`config.mk`:
```
export PLATFORM = sky130hd
export DESIGN_NAME = sifc_ctrl
export DESIGN_NICKNAME = d
export VERILOG_FILES = /design/src/pkg/sifc_pkg.sv /design/src/pkg/sifc_cfg_if.sv /design/src/hw/sifc_regs.sv /design/src/hw/sifc_ctrl.sv
export SDC_FILE = /design/constraint.sdc
export NUM_CORES = 1
export LEC_CHECK = 0
export BUFFER_PORTS_ARGS = -buffer_cell sky130_fd_sc_hd__buf_2
export CAP_MARGIN = 40
export CORE_AREA = 2 2 102 104
export CTS_BUF_LIST = sky130_fd_sc_hd__clkbuf_8
export DETAILED_ROUTE_END_ITERATION = 7
export DIE_AREA = 0 0 104 106
export PLACE_DENSITY = 0.85
export REMOVE_ABC_BUFFERS = 1
export SYNTH_ARGS = -nofsm -noshare
export SYNTH_HDL_FRONTEND = slang
export SYNTH_SLANG_ARGS = --single-unit
export TNS_END_PERCENT = 50
```
`constraint.sdc`:
```
create_clock -name clk_i -period 3.35 [get_ports clk_i]
set_clock_uncertainty 0.1 [all_clocks]
set_input_delay 0.335 -clock clk_i [delete_from_list [all_inputs] [get_ports clk_i]]
set_output_delay 0.335 -clock clk_i [all_outputs]
set_load 0.005 [all_outputs]
```
`src/pkg/sifc_pkg.sv`:
```
// Constants and types shared by the serial interrupt frame controller
package sifc_pkg;
  localparam int unsigned SLOTS = 16;
  localparam int unsigned IDX_W = 4;

  // Configuration space byte offsets
  localparam logic [7:0] OFS_MODE_CTRL = 8'hE0;
  localparam logic [7:0] OFS_TRIG_SEL = 8'hE2;
  localparam logic [7:0] OFS_LEVEL_STAT = 8'hE4;

  // Mode control field positions
  localparam int unsigned MODE_DRIVE_BIT = 0;
  localparam int unsigned MODE_POLL_BIT = 1;
  localparam int unsigned MODE_WIDTH_LSB = 2;
  localparam int unsigned MODE_USED_W = 4;

  // Reset values
  localparam logic [3:0] MODE_RST = 4'h0;
  localparam logic [15:0] TRIG_RST = 16'h0000;
  localparam logic [15:0] STAT_RST = 16'h0000;

  // Start width codes and lengths in clocks
  localparam logic [1:0] WIDTH_CODE_6 = 2'h1;
  localparam logic [1:0] WIDTH_CODE_8 = 2'h2;
  localparam logic [3:0] START_CLKS_4 = 4'h4;
  localparam logic [3:0] START_CLKS_6 = 4'h6;
  localparam logic [3:0] START_CLKS_8 = 4'h8;

  // Stop frame lengths and clocks per slot
  localparam logic [3:0] STOP_CLKS_QUIET = 4'h2;
  localparam logic [3:0] STOP_CLKS_CONT = 4'h3;
  localparam logic [3:0] SLOT_PHASES = 4'h3;

  typedef enum logic [2:0] {
    ST_IDLE,
    ST_START,
    ST_RECOV,
    ST_TURN,
    ST_SLOT,
    ST_STOP,
    ST_PRECOV,
    ST_PTURN
  } sifc_state_t;
endpackage

```
`src/pkg/sifc_cfg_if.sv`:
```
// Carrier between the frame sequencer and its register file
`timescale 1ns/1ps
`default_nettype none
interface sifc_cfg_if;
  logic [1:0] start_width;
  logic polling_style;
  logic recovery_drive_select;
  logic [15:0] trigger_type;
  logic [15:0] level_seen;
  logic smp_valid;
  logic [3:0] smp_idx;
  logic smp_low;
  logic cfg_clear;

  modport regs (
    output start_width, polling_style, recovery_drive_select,
    output trigger_type, level_seen,
    input smp_valid, smp_idx, smp_low, cfg_clear
  );
  modport seq (
    input start_width, polling_style, recovery_drive_select,
    input trigger_type, level_seen,
    output smp_valid, smp_idx, smp_low, cfg_clear
  );
endinterface
`default_nettype wire

```
`src/hw/sifc_regs.sv`:
```
// Configuration registers and level status of the serial interrupt block
`timescale 1ns/1ps
`default_nettype none
module sifc_regs (
  input wire logic clk_i,
  input wire logic rst_i,
  input wire logic cfg_rd_i,
  input wire logic cfg_wr_i,
  input wire logic [7:0] cfg_addr_i,
  input wire logic [3:0] cfg_be_i,
  input wire logic [31:0] cfg_wdata_i,
  output logic [31:0] cfg_rdata_o,
  output logic cfg_ack_o,
  sifc_cfg_if.regs cfg
);
  localparam int TB = int'(sifc_pkg::OFS_TRIG_SEL[1:0]);

  logic [3:0] mode_ff, nxt_mode;
  logic [15:0] trig_ff, nxt_trig;
  logic [15:0] stat_ff, nxt_stat;
  logic [31:0] rdata_ff, nxt_rdata;
  logic ack_ff, nxt_ack;
  logic hit_ctl, hit_stat;
  logic [15:0] clr_mask, set_mask;

  assign hit_ctl = cfg_addr_i[7:2] == sifc_pkg::OFS_MODE_CTRL[7:2];
  assign hit_stat = cfg_addr_i[7:2] == sifc_pkg::OFS_LEVEL_STAT[7:2];

  always_comb
  begin
    nxt_mode = mode_ff;
    nxt_trig = trig_ff;
    clr_mask = 16'h0000;
    set_mask = 16'h0000;
    if (cfg_wr_i && hit_ctl && cfg_be_i[0])
      nxt_mode = cfg_wdata_i[3:0];
    if (cfg_wr_i && hit_ctl && cfg_be_i[TB])
      nxt_trig[7:0] = cfg_wdata_i[8*TB +: 8];
    if (cfg_wr_i && hit_ctl && cfg_be_i[TB+1])
      nxt_trig[15:8] = cfg_wdata_i[8*(TB+1) +: 8];
    if (cfg_wr_i && hit_stat && cfg_be_i[0])
      clr_mask[7:0] = cfg_wdata_i[7:0];
    if (cfg_wr_i && hit_stat && cfg_be_i[1])
      clr_mask[15:8] = cfg_wdata_i[15:8];
    // Only level slots latch; a fresh report wins over a write-one clear
    if (cfg.smp_valid && cfg.smp_low && trig_ff[cfg.smp_idx])
      set_mask[cfg.smp_idx] = 1'b1;
    nxt_stat = (stat_ff & ~clr_mask) | set_mask;
    if (cfg.cfg_clear)
    begin
      nxt_mode = sifc_pkg::MODE_RST;
      nxt_trig = sifc_pkg::TRIG_RST;
      nxt_stat = sifc_pkg::STAT_RST;
    end
    nxt_ack = cfg_rd_i || cfg_wr_i;
    nxt_rdata = 32'h0000_0000;
    if (cfg_rd_i && hit_ctl)
      nxt_rdata = {trig_ff, 8'h00, 4'h0, mode_ff};
    else if (cfg_rd_i && hit_stat)
      nxt_rdata = {16'h0000, stat_ff};
  end

  always_ff @(posedge clk_i or posedge rst_i)
  begin
    if (rst_i)
    begin
      mode_ff <= sifc_pkg::MODE_RST;
      trig_ff <= sifc_pkg::TRIG_RST;
      stat_ff <= sifc_pkg::STAT_RST;
      rdata_ff <= 32'h0000_0000;
      ack_ff <= 1'b0;
    end
    else
    begin
      mode_ff <= nxt_mode;
      trig_ff <= nxt_trig;
      stat_ff <= nxt_stat;
      rdata_ff <= nxt_rdata;
      ack_ff <= nxt_ack;
    end
  end

  assign cfg_rdata_o = rdata_ff;
  assign cfg_ack_o = ack_ff;
  assign cfg.start_width = mode_ff[sifc_pkg::MODE_WIDTH_LSB +: 2];
  assign cfg.polling_style = mode_ff[sifc_pkg::MODE_POLL_BIT];
  assign cfg.recovery_drive_select = mode_ff[sifc_pkg::MODE_DRIVE_BIT];
  assign cfg.trigger_type = trig_ff;
  assign cfg.level_seen = stat_ff;
endmodule
`default_nettype wire

```
`src/hw/sifc_ctrl.sv`:
```
// Serial interrupt frame controller top: pins, frame sequencer, status
//
// What this block does
// - Start pulse lasts 4, 6 or 8 clocks
// - Polling bit picks continuous or quiet mode
// - Recovery drives high or releases by bit
// - Mode control bits 7:4 read zero
// - Per-slot edge/level select, reset edge
// - Level slot report sets its status bit
// - Writing one re-arms a latched status
// - Edge slots never set status bits
// - Link, global, power-on reset restore config
`timescale 1ns/1ps
`default_nettype none
module sifc_ctrl (
  input wire logic clk_i,
  input wire logic rst_i,
  input wire logic link_reset_n_i,
  input wire logic global_reset_n_i,
  input wire logic cfg_rd_i,
  input wire logic cfg_wr_i,
  input wire logic [7:0] cfg_addr_i,
  input wire logic [3:0] cfg_be_i,
  input wire logic [31:0] cfg_wdata_i,
  output logic [31:0] cfg_rdata_o,
  output logic cfg_ack_o,
  input wire logic serial_interrupt_line_i,
  output logic serial_interrupt_line_o,
  output logic serial_interrupt_line_oe_o,
  output logic [15:0] irq_req_o
);
  sifc_cfg_if cfg ();

  sifc_regs u_regs (
    .clk_i(clk_i),
    .rst_i(rst_i),
    .cfg_rd_i(cfg_rd_i),
    .cfg_wr_i(cfg_wr_i),
    .cfg_addr_i(cfg_addr_i),
    .cfg_be_i(cfg_be_i),
    .cfg_wdata_i(cfg_wdata_i),
    .cfg_rdata_o(cfg_rdata_o),
    .cfg_ack_o(cfg_ack_o),
    .cfg(cfg.regs)
  );

  // Pin synchronisers; first stage feeds only the second
  logic line_s1_ff, line_s2_ff;
  logic link_s1_ff, link_s2_ff;
  logic glob_s1_ff, glob_s2_ff;

  always_ff @(posedge clk_i or posedge rst_i)
  begin
    if (rst_i)
    begin
      line_s1_ff <= 1'b1;
      line_s2_ff <= 1'b1;
      link_s1_ff <= 1'b0;
      link_s2_ff <= 1'b0;
      glob_s1_ff <= 1'b0;
      glob_s2_ff <= 1'b0;
    end
    else
    begin
      line_s1_ff <= serial_interrupt_line_i;
      line_s2_ff <= line_s1_ff;
      link_s1_ff <= link_reset_n_i;
      link_s2_ff <= link_s1_ff;
      glob_s1_ff <= global_reset_n_i;
      glob_s2_ff <= glob_s1_ff;
    end
  end

  assign cfg.cfg_clear = !link_s2_ff || !glob_s2_ff;

  function automatic logic [3:0] start_len(input logic [1:0] code);
    case (code)
      sifc_pkg::WIDTH_CODE_6: start_len = sifc_pkg::START_CLKS_6;
      sifc_pkg::WIDTH_CODE_8: start_len = sifc_pkg::START_CLKS_8;
      // Reserved code falls back to the default width
      default: start_len = sifc_pkg::START_CLKS_4;
    endcase
  endfunction

  sifc_pkg::sifc_state_t state_ff, nxt_state;
  logic [3:0] cnt_ff, nxt_cnt;
  logic [3:0] slot_ff, nxt_slot;
  logic [1:0] width_ff, nxt_width;
  logic oe_ff, nxt_oe;
  logic dout_ff, nxt_dout;
  logic smp0_ff, nxt_smp0;
  logic smp1_ff;
  logic [3:0] idx0_ff, idx1_ff;
  logic [15:0] irq_ff, nxt_irq;

  always_comb
  begin
    nxt_state = state_ff;
    nxt_cnt = cnt_ff;
    nxt_slot = slot_ff;
    nxt_width = width_ff;
    unique case (state_ff)
      sifc_pkg::ST_IDLE:
        // Quiet mode waits for a peripheral to pull the line low
        if (!cfg.polling_style || !line_s2_ff)
        begin
          nxt_state = sifc_pkg::ST_START;
          nxt_width = cfg.start_width;
          nxt_cnt = start_len(cfg.start_width) - 4'h1;
        end
      sifc_pkg::ST_START:
        if (cnt_ff == 4'h0)
          nxt_state = sifc_pkg::ST_RECOV;
        else
          nxt_cnt = cnt_ff - 4'h1;
      sifc_pkg::ST_RECOV:
        nxt_state = sifc_pkg::ST_TURN;
      sifc_pkg::ST_TURN:
      begin
        nxt_state = sifc_pkg::ST_SLOT;
        nxt_slot = 4'h0;
        nxt_cnt = sifc_pkg::SLOT_PHASES - 4'h1;
      end
      sifc_pkg::ST_SLOT:
        if (cnt_ff != 4'h0)
          nxt_cnt = cnt_ff - 4'h1;
        else if (slot_ff == 4'(sifc_pkg::SLOTS - 1))
        begin
          nxt_state = sifc_pkg::ST_STOP;
          nxt_cnt = (cfg.polling_style ? sifc_pkg::STOP_CLKS_QUIET
                     : sifc_pkg::STOP_CLKS_CONT) - 4'h1;
        end
        else
        begin
          nxt_slot = slot_ff + 4'h1;
          nxt_cnt = sifc_pkg::SLOT_PHASES - 4'h1;
        end
      sifc_pkg::ST_STOP:
        if (cnt_ff == 4'h0)
          nxt_state = sifc_pkg::ST_PRECOV;
        else
          nxt_cnt = cnt_ff - 4'h1;
      sifc_pkg::ST_PRECOV:
        nxt_state = sifc_pkg::ST_PTURN;
      sifc_pkg::ST_PTURN:
        nxt_state = sifc_pkg::ST_IDLE;
    endcase
    // Pin drive follows the next state so it lines up with state_ff
    nxt_dout = !(nxt_state == sifc_pkg::ST_START
                 || nxt_state == sifc_pkg::ST_STOP);
    nxt_oe = !nxt_dout
      || ((nxt_state == sifc_pkg::ST_RECOV
           || nxt_state == sifc_pkg::ST_PRECOV)
          && !cfg.recovery_drive_select);
    // Sample phase is the first clock of each slot
    nxt_smp0 = state_ff == sifc_pkg::ST_SLOT
      && cnt_ff == sifc_pkg::SLOT_PHASES - 4'h1;
  end

  always_ff @(posedge clk_i or posedge rst_i)
  begin
    if (rst_i)
    begin
      state_ff <= sifc_pkg::ST_IDLE;
      cnt_ff <= 4'h0;
      slot_ff <= 4'h0;
      width_ff <= 2'h0;
      oe_ff <= 1'b0;
      dout_ff <= 1'b1;
    end
    else
    begin
      state_ff <= nxt_state;
      cnt_ff <= nxt_cnt;
      slot_ff <= nxt_slot;
      width_ff <= nxt_width;
      oe_ff <= nxt_oe;
      dout_ff <= nxt_dout;
    end
  end

  // Two-stage delay matches the line synchroniser latency
  always_ff @(posedge clk_i or posedge rst_i)
  begin
    if (rst_i)
    begin
      smp0_ff <= 1'b0;
      smp1_ff <= 1'b0;
      idx0_ff <= 4'h0;
      idx1_ff <= 4'h0;
    end
    else
    begin
      smp0_ff <= nxt_smp0;
      smp1_ff <= smp0_ff;
      idx0_ff <= slot_ff;
      idx1_ff <= idx0_ff;
    end
  end

  assign cfg.smp_valid = smp1_ff;
  assign cfg.smp_idx = idx1_ff;
  assign cfg.smp_low = !line_s2_ff;

  // Edge slots mirror the last sample; level slots show the latch
  genvar gi;
  generate
    for (gi = 0; gi < 16; gi = gi + 1)
    begin : g_irq
      assign nxt_irq[gi] = cfg.trigger_type[gi] ? cfg.level_seen[gi]
        : ((smp1_ff && idx1_ff == 4'(gi)) ? !line_s2_ff
           : irq_ff[gi]);
    end
  endgenerate

  always_ff @(posedge clk_i or posedge rst_i)
  begin
    if (rst_i)
      irq_ff <= 16'h0000;
    else
      irq_ff <= nxt_irq;
  end

  assign serial_interrupt_line_o = dout_ff;
  assign serial_interrupt_line_oe_o = oe_ff;
  assign irq_req_o = irq_ff;
endmodule
`default_nettype wire

```
# Yosys cells after proc, flatten, opt, wreduce, memory -nomap -nowiden
# Cells that the tools add are included.
[word_totals]
reg_bits = 114
word_cells = 217
output_inout_bits = 51
in_bits = 51
[classes]
reduce_logical = 70
n_addsub = 4
magnitude_cmp = 2
muxes = 65
n_bitwise = 3
n_eq_ne = 36
[op_table]
columns = ["cell", "n"]
rows = [
  ["16-bit two-way mux", 4],
  ["4-bit two-way mux", 10],
  ["2-bit nonzero test", 20],
  ["4-bit equality test, second input constant", 9],
  ["1-bit two-way mux", 35],
  ["32-bit two-way mux", 1],
  ["8-bit two-way mux", 4],
  ["1-bit logical AND", 30],
  ["3-bit one-hot mux with 8 select lines", 1],
  ["3-bit equality test, second input constant", 6],
  ["16-bit bitwise AND", 1],
  ["4-bit by 3-bit equality test with 1-bit output, second input constant", 4],
  ["16-bit inverter", 1],
  ["16-bit bitwise OR", 1],
  ["4-bit one-hot mux with 2 select lines", 2],
  ["4-bit one-hot mux with 4 select lines", 1],
  ["3-bit two-way mux", 5],
  ["4-bit by 2-bit equality test with 1-bit output, second input constant", 3],
  ["6-bit equality test, second input constant", 2],
  ["3-bit by 2-bit equality test with 1-bit output, second input constant", 3],
  ["4-bit zero test", 2],
  ["2-bit != test, second input constant", 4],
  ["4-bit nonzero test", 2],
  ["4-bit by 1-bit subtractor with 4-bit output, second input constant", 2],
  ["other kinds (15)", 27],
]

# Depth between registers and ports, before layout
[logic_depth]
ltp_word = 8
mapped_depth = 7
ltp_nobuf = 6

# By module
# A second synthesis with hierarchy kept.
[unflattened]
hier_cells = 419
hier_area_um2 = 4981.0
[modules_own_cells]
columns = ["module", "cells_per_inst", "area_per_inst_um2", "seq_area_each_um2", "n_inst"]
rows = [
  ["sifc_regs", 219, 2861.5, 1726.7, 1],
  ["sifc_ctrl", 200, 2119.5, 1129.8, 1],
]

# Least setup slack after synthesis
# Ideal clock, no wire load.
[synth_timing]
path_type = "register to register"
start = "register cnt_ff[0]"
end = "register cnt_ff[3]"
path_slack_ns = 1.561
path_stages_with_launch = 8
t_arrival_ns = 1.568
path_buffers = 1
setup_time_ns = 0.121
synth_period_minus_slack_ns = 1.789
cell_sequence = "dfrtp_1 > inv_1 > ha_1 > nor3b_1 > buf_2 > nand3_1 > and2_1 > a22o_1"
[synth_between]
elab_chain_len = 3
[synth_lines]
columns = ["element", "line_no", "source"]
rows = [
  ["start: declaration", "sifc_ctrl.sv:86", "logic [3:0] cnt_ff, nxt_cnt;"],
  ["start signal: assignment", "sifc_ctrl.sv:174", "cnt_ff <= nxt_cnt;"],
  ["4-bit by 1-bit subtractor with 4-bit output (tied with other cells)", "sifc_ctrl.sv:115, sifc_ctrl.sv:126, sifc_ctrl.sv:142", ""],
  ["4-bit two-way mux (tied with other cells)", "sifc_ctrl.sv:112, sifc_ctrl.sv:139", ""],
  ["4-bit one-hot mux with 4 select lines or 3-bit AND reduction (tied branches)", "--", ""],
]
# Several ways; a longest one is shown, not always the timed one. The select of a mux whose other input is x is not followed.
# A chain may end at the register's enable or synchronous reset.

# Worst setup path after layout
[layout_timing]
start = "register cnt_ff[0]"
end = "register oe_ff (netlist: serial_interrupt_line_oe_o)"
[layout_between]
elab_chain_len = 7
[layout_lines]
columns = ["element", "line_no", "source"]
rows = [
  ["4-bit zero test or 4-bit nonzero test (tied branches)", "sifc_ctrl.sv:112, sifc_ctrl.sv:139, sifc_ctrl.sv:125", ""],
  ["3-bit two-way mux, on equally long branches", "sifc_ctrl.sv:139, sifc_ctrl.sv:112, sifc_ctrl.sv:125", ""],
  ["3-bit one-hot mux with 8 select lines *", "sifc_ctrl.sv:102", "unique case (state_ff)"],
  ["3-bit by 2-bit equality test with 1-bit output or 3-bit equality test (tied branches)", "sifc_ctrl.sv:152, sifc_ctrl.sv:153", ""],
  ["1-bit logical OR", "sifc_ctrl.sv:153", "|| nxt_state == sifc_pkg::ST_PRECOV)"],
  ["1-bit logical AND", "sifc_ctrl.sv:154", "&& !cfg.recovery_drive_select);"],
  ["1-bit logical OR *", "sifc_ctrl.sv:152", "|| ((nxt_state == sifc_pkg::ST_RECOV"],
  ["net nxt_oe", "sifc_ctrl.sv:89", "logic oe_ff, nxt_oe;"],
  ["end signal: assignment", "sifc_ctrl.sv:177", "oe_ff <= nxt_oe;"],
  ["end: declaration", "sifc_ctrl.sv:89", ""],
]
# The timed path passes the listed nets; every way through them passes the cells marked *.

==> impl_metrics.py <==
metrics = {
    "run_status": {
        "outcome": "complete, no violations",
    },
    "sta": {
        "timing.final.setup_violations": 0,
        "final.period_utilization": 0.700,
        "grt_setup_unrepaired": "no",
        "drv_slew": 0,
        "worst_slew_pin_tran_ns": 0.838,
        "max_clock_freq_mhz": 426,
        "sum_of_negative_setup_slack_ns": 0,
        "timing.final.hold_violations": 0,
        "worst_slew_margin_rel": 0.437,
        "min_period_ns": 2.35,
    },
    "clocking": {
        "cts.sink_count": 114,
        "cts_root_buffer": "clkbuf_8",
        "ctsLongestPathBuffers": 2,
        "clkSlewWorstSetupHoldPaths_ns": 0.07,
        "worst_skew_pair.late_latency_ns": 0.44,
        "ctsResizeCount": 0,
        "cts_buffers": 17,
        "h_tree_levels": 4,
        "tritoncts": "yes",
    },
    "power_and_ir_drop": {
        "clock_power_share": 0.400,
        "report.power.total_mw": 3.74,
        "p_per_area_nw_per_um2": 611,
        "share_of_total_power_in_sequential_cells": 0.437,
        "sw_frac_of_total": 0.289,
        "internal_power_mw": 2.66,
        "power.ir.vdd_worst_uv": 338,
        "p_leak_nw": 3.01,
        "power_switching_mw": 1.08,
        "combPwrFrac": 0.163,
    },
    "placed_design": {
        "routabilityCongestion": 0.803,
        "cell_count_post_placement": 666,
        "dpl-instance-area_um2": 5620,
        "post-dp-hpwl_mm": 8.22,
        "port-buffer-count": 99,
    },
    "global_route": {
        "grt_overflow_total": 0,
        "grt_pass1_wl_mm": 19.6,
        "antenna_found_initial": 0,
        "vias_in_the_first_global_route": 3919,
        "globalRouteTotalUtil": 0.230,
        "maximum_number_of_pins_on_one_net_before_global_route_repair": 61,
    },
    "floorplanning": {
        "initial_utilization": 0.497,
        "die-height_um": 106,
        "row_count": 37,
        "ioPinCount": 102,
        "core_area_um2": 10000,
        "die_width_um": 104,
        "floorplan.die_area_um2": 11000,
    },
    "cells_and_area": {
        "areaGrowthSynthToFinish_pct": 23.3,
        "fin_cells": 702,
        "layout-drive-gt1-share": 0.283,
        "fillCellCount": 803,
        "finalNetCount": 610,
        "postLayoutCellArea_um2": 6130,
        "antenna_cells": 0,
    },
    "logic_synthesis": {
        "synth_fa_ha_area_frac": 0.0151,
        "synth_simple_gate_area_frac": 0.182,
        "synth_area_per_cell_um2": 11.1,
        "flip_flop_and_latch_count_after_synthesis": 114,
        "synth-warning-count": 0,
        "synth_cells": 447,
        "synthArstFlopShare": 1.00,
        "syn-cell-area_um2": 4970,
        "synth-main-ff-cell": "dfrtp_1",
        "combinational_family_with_the_most_area_after_synthesis": "simple AND/OR/NAND/NOR gates",
        "synth-edff-count": 0,
        "post_synth_num_cell_types": 56,
        "register_area_share_after_synthesis": 0.575,
        "synth-compound-area-share": 0.155,
        "synthXorXnorAreaFrac": 0.00352,
        "post_synth_mux_area_share": 0.0431,
    },
    "run": {
        "timing.max_cap.violations": 0,
    },
    "drt": {
        "ant_nets": 0,
        "detailroute.via_count": 3988,
        "via_per_inst": 5.68,
        "remaining_drc_errors": 0,
        "average_wire_per_cell_in_the_routed_design_um": 17.5,
        "drt_iter0_markers": 297,
        "detailedRoute.firstPassIterationCount": 5,
        "routed_wl_mm": 12.3,
    },
    "worst_setup_path": {
        "worst-endpoint-arrival_ns": 2.59,
        "critical-path-max-stage-delay_ns": 0.66,
        "critical_path.cell_chain": "inv_1, ha_1, nor3b_1, a31oi_1, nor2b_1, a311oi_1",
        "critPathCaptureType": "flop",
        "cp.buffers_inverters": 1,
        "worst-setup-path-type": "reg2reg",
        "critical_path.max_fanout": 6,
        "cpLargestDelayFamily": "simple AND/OR/NAND/NOR gates",
        "critical-path-slowest-cell": "nor3b_1",
        "worstSetupStartpointType": "flop",
        "data_required_critical_path_ns": 3.60,
    },
    "min_path": {
        "min_path_type": "in2reg",
    },
}
[area by class of cell]
class / count / area (um2) / share of cell area
flip-flops and latches: 114 / 2860 / 0.466
inverters: 8 / 32.5 / 0.00531
clock buffers: 19 / 262 / 0.0427
multi-input cells: 300 / 1980 / 0.324
well taps: 136 / 170 / 0.0278
clock inverters: 13 / 208 / 0.0339
repair buffers: 112 / 616 / 0.100
[cells in the mapped netlist, types with 2 or more instances]
| cell | number | area, um2 |
|---|---|---|
| a21boi_0 | 5 | 37.5 |
| o21ai_0 | 19 | 95.1 |
| nor4_4 | 2 | 42.5 |
| nand2b_1 | 3 | 18.8 |
| ha_1 | 6 | 75.1 |
| o31ai_1 | 5 | 37.5 |
| nor3b_1 | 3 | 22.5 |
| dfrtp_1 | 111 | 2780 |
| nand2_1 | 45 | 169 |
| and3_1 | 6 | 37.5 |
| and2_1 | 33 | 206 |
| a32o_1 | 2 | 20.0 |
| a31oi_1 | 4 | 25.0 |
| nand3_1 | 11 | 55.1 |
| a41o_1 | 4 | 40.0 |
| o211ai_1 | 4 | 30.0 |
| and3b_1 | 3 | 26.3 |
| a311oi_1 | 10 | 87.6 |
| nor4b_1 | 2 | 17.5 |
| mux2i_1 | 18 | 180 |
| a22oi_1 | 3 | 22.5 |
| clkbuf_1 | 16 | 60.1 |
| nor3_1 | 10 | 50.1 |
| buf_2 | 7 | 35.0 |
| nor2b_1 | 5 | 31.3 |
| a31o_2 | 3 | 26.3 |
| a22o_1 | 6 | 52.6 |
| inv_1 | 8 | 30.0 |
| a21oi_1 | 26 | 130 |
| nor2_1 | 24 | 90.1 |
| a21o_1 | 15 | 113 |
| or3_1 | 2 | 12.5 |
| dfstp_2 | 3 | 78.8 |
[final timing paths]
check	startpoint	endpoint	slack (ns)	cells after the start
max	cnt_ff[0]	serial_interrupt_line_oe_o	1.00	6
min	cfg_rd_i	u_regs.cfg_ack_o	0.02	2
max reg2reg	cnt_ff[0]	serial_interrupt_line_oe_o	1.00	6
min reg2reg	idx0_ff[2]	cfg.smp_idx[2]	0.25	0
max in group asynchronous	rst_i	line_s1_ff	1.88	4
min in group asynchronous	rst_i	state_ff[1]	0.47	3
[placed cells by master, fill, tap and decap left out, types with 4 or more instances in the layout]
master,count
nor2b_1,5
ha_1,6
and3_1,6
buf_2,99
a21boi_0,5
o211ai_1,4
and2_1,33
nor3_1,10
inv_1,7
a21o_1,15
a21oi_1,26
a22o_1,6
a41o_1,4
nor2_1,24
buf_4,8
dfrtp_1,111
mux2i_1,18
dlygate4sd3_1,4
nand3_1,11
nand2_1,45
o31ai_1,5
o21ai_0,19
clkinvlp_4,4
a311oi_1,10
bufinv_16,5
clkbuf_8,19
a31oi_1,4
[flip-flops by register name (all words and copies together) (netlist names)]
register	count
glob_s2_ff	1
serial_interrupt_line_o	1
u_regs.mode_ff	4
u_regs.cfg.trigger_type	16
idx0_ff	4
link_s1_ff	1
link_s2_ff	1
u_regs.cfg.level_seen	16
cfg.smp_valid	1
serial_interrupt_line_oe_o	1
cnt_ff	4
irq_req_o	16
slot_ff	4
u_regs.cfg_rdata_o	32
smp0_ff	1
u_regs.cfg_ack_o	1
line_s1_ff	1
glob_s1_ff	1
state_ff	3
cfg.smp_idx	4
line_s2_ff	1
[worst register-to-register path, stage by stage, from the launching register on]
cell and delay [ns]:
dfrtp_1 0.41, inv_1 0.14, ha_1 0.20, nor3b_1 0.66
a31oi_1 0.27, nor2b_1 0.22, a311oi_1 0.26
[routing by layer]
layer	GRT usage	vias to the layer above	wire [um]
li1	-	1810	-
met4	0.0907	0	204
met3	0.0582	20	837
met2	0.400	190	6300
met5	0	-	0
met1	0.275	1968	4930
[cells by family (layout without fill, tap and decap cells)]
family | Yosys count | in the layout
AOI/OAI and AO/OA | 112 | 112
xor gates and xnor gates | 2 | 2
adders and majority gates | 6 | 6
buffers and inverters | 33 | 152
DFF | 114 | 114
muxes | 20 | 20
and+or+nand+nor | 160 | 160
[per-stage QoR]
step	hold slack [ns]	worst slack, ns	utilization
final	0.0248	1.00	0.613
after CTS	0.00941	1.04	0.613
after detailed placement	0.235	1.06	0.562
after global placement	0.232	1.19	0.562
after floorplan	0.231	-0.0957	-
after global routing	0.0129	0.779	0.613
[power groups by stage]
stage	registers [mW]	logic, mW	clock network [mW]
3_3_place_gp	1.64	0.567	0
3_5_place_dp	1.65	0.602	0
6_report	1.64	0.611	1.50
2_1_floorplan	1.61	0.413	0
4_1_cts	1.63	0.610	1.51
5_1_grt	1.65	0.674	1.58
[what timing repair did]
action                    CTS  global route
hold endpoints to repair   61             0
buffers inserted            0             0
hold buffers                4             0
Note: power is estimated with default switching activity, not from simulation.
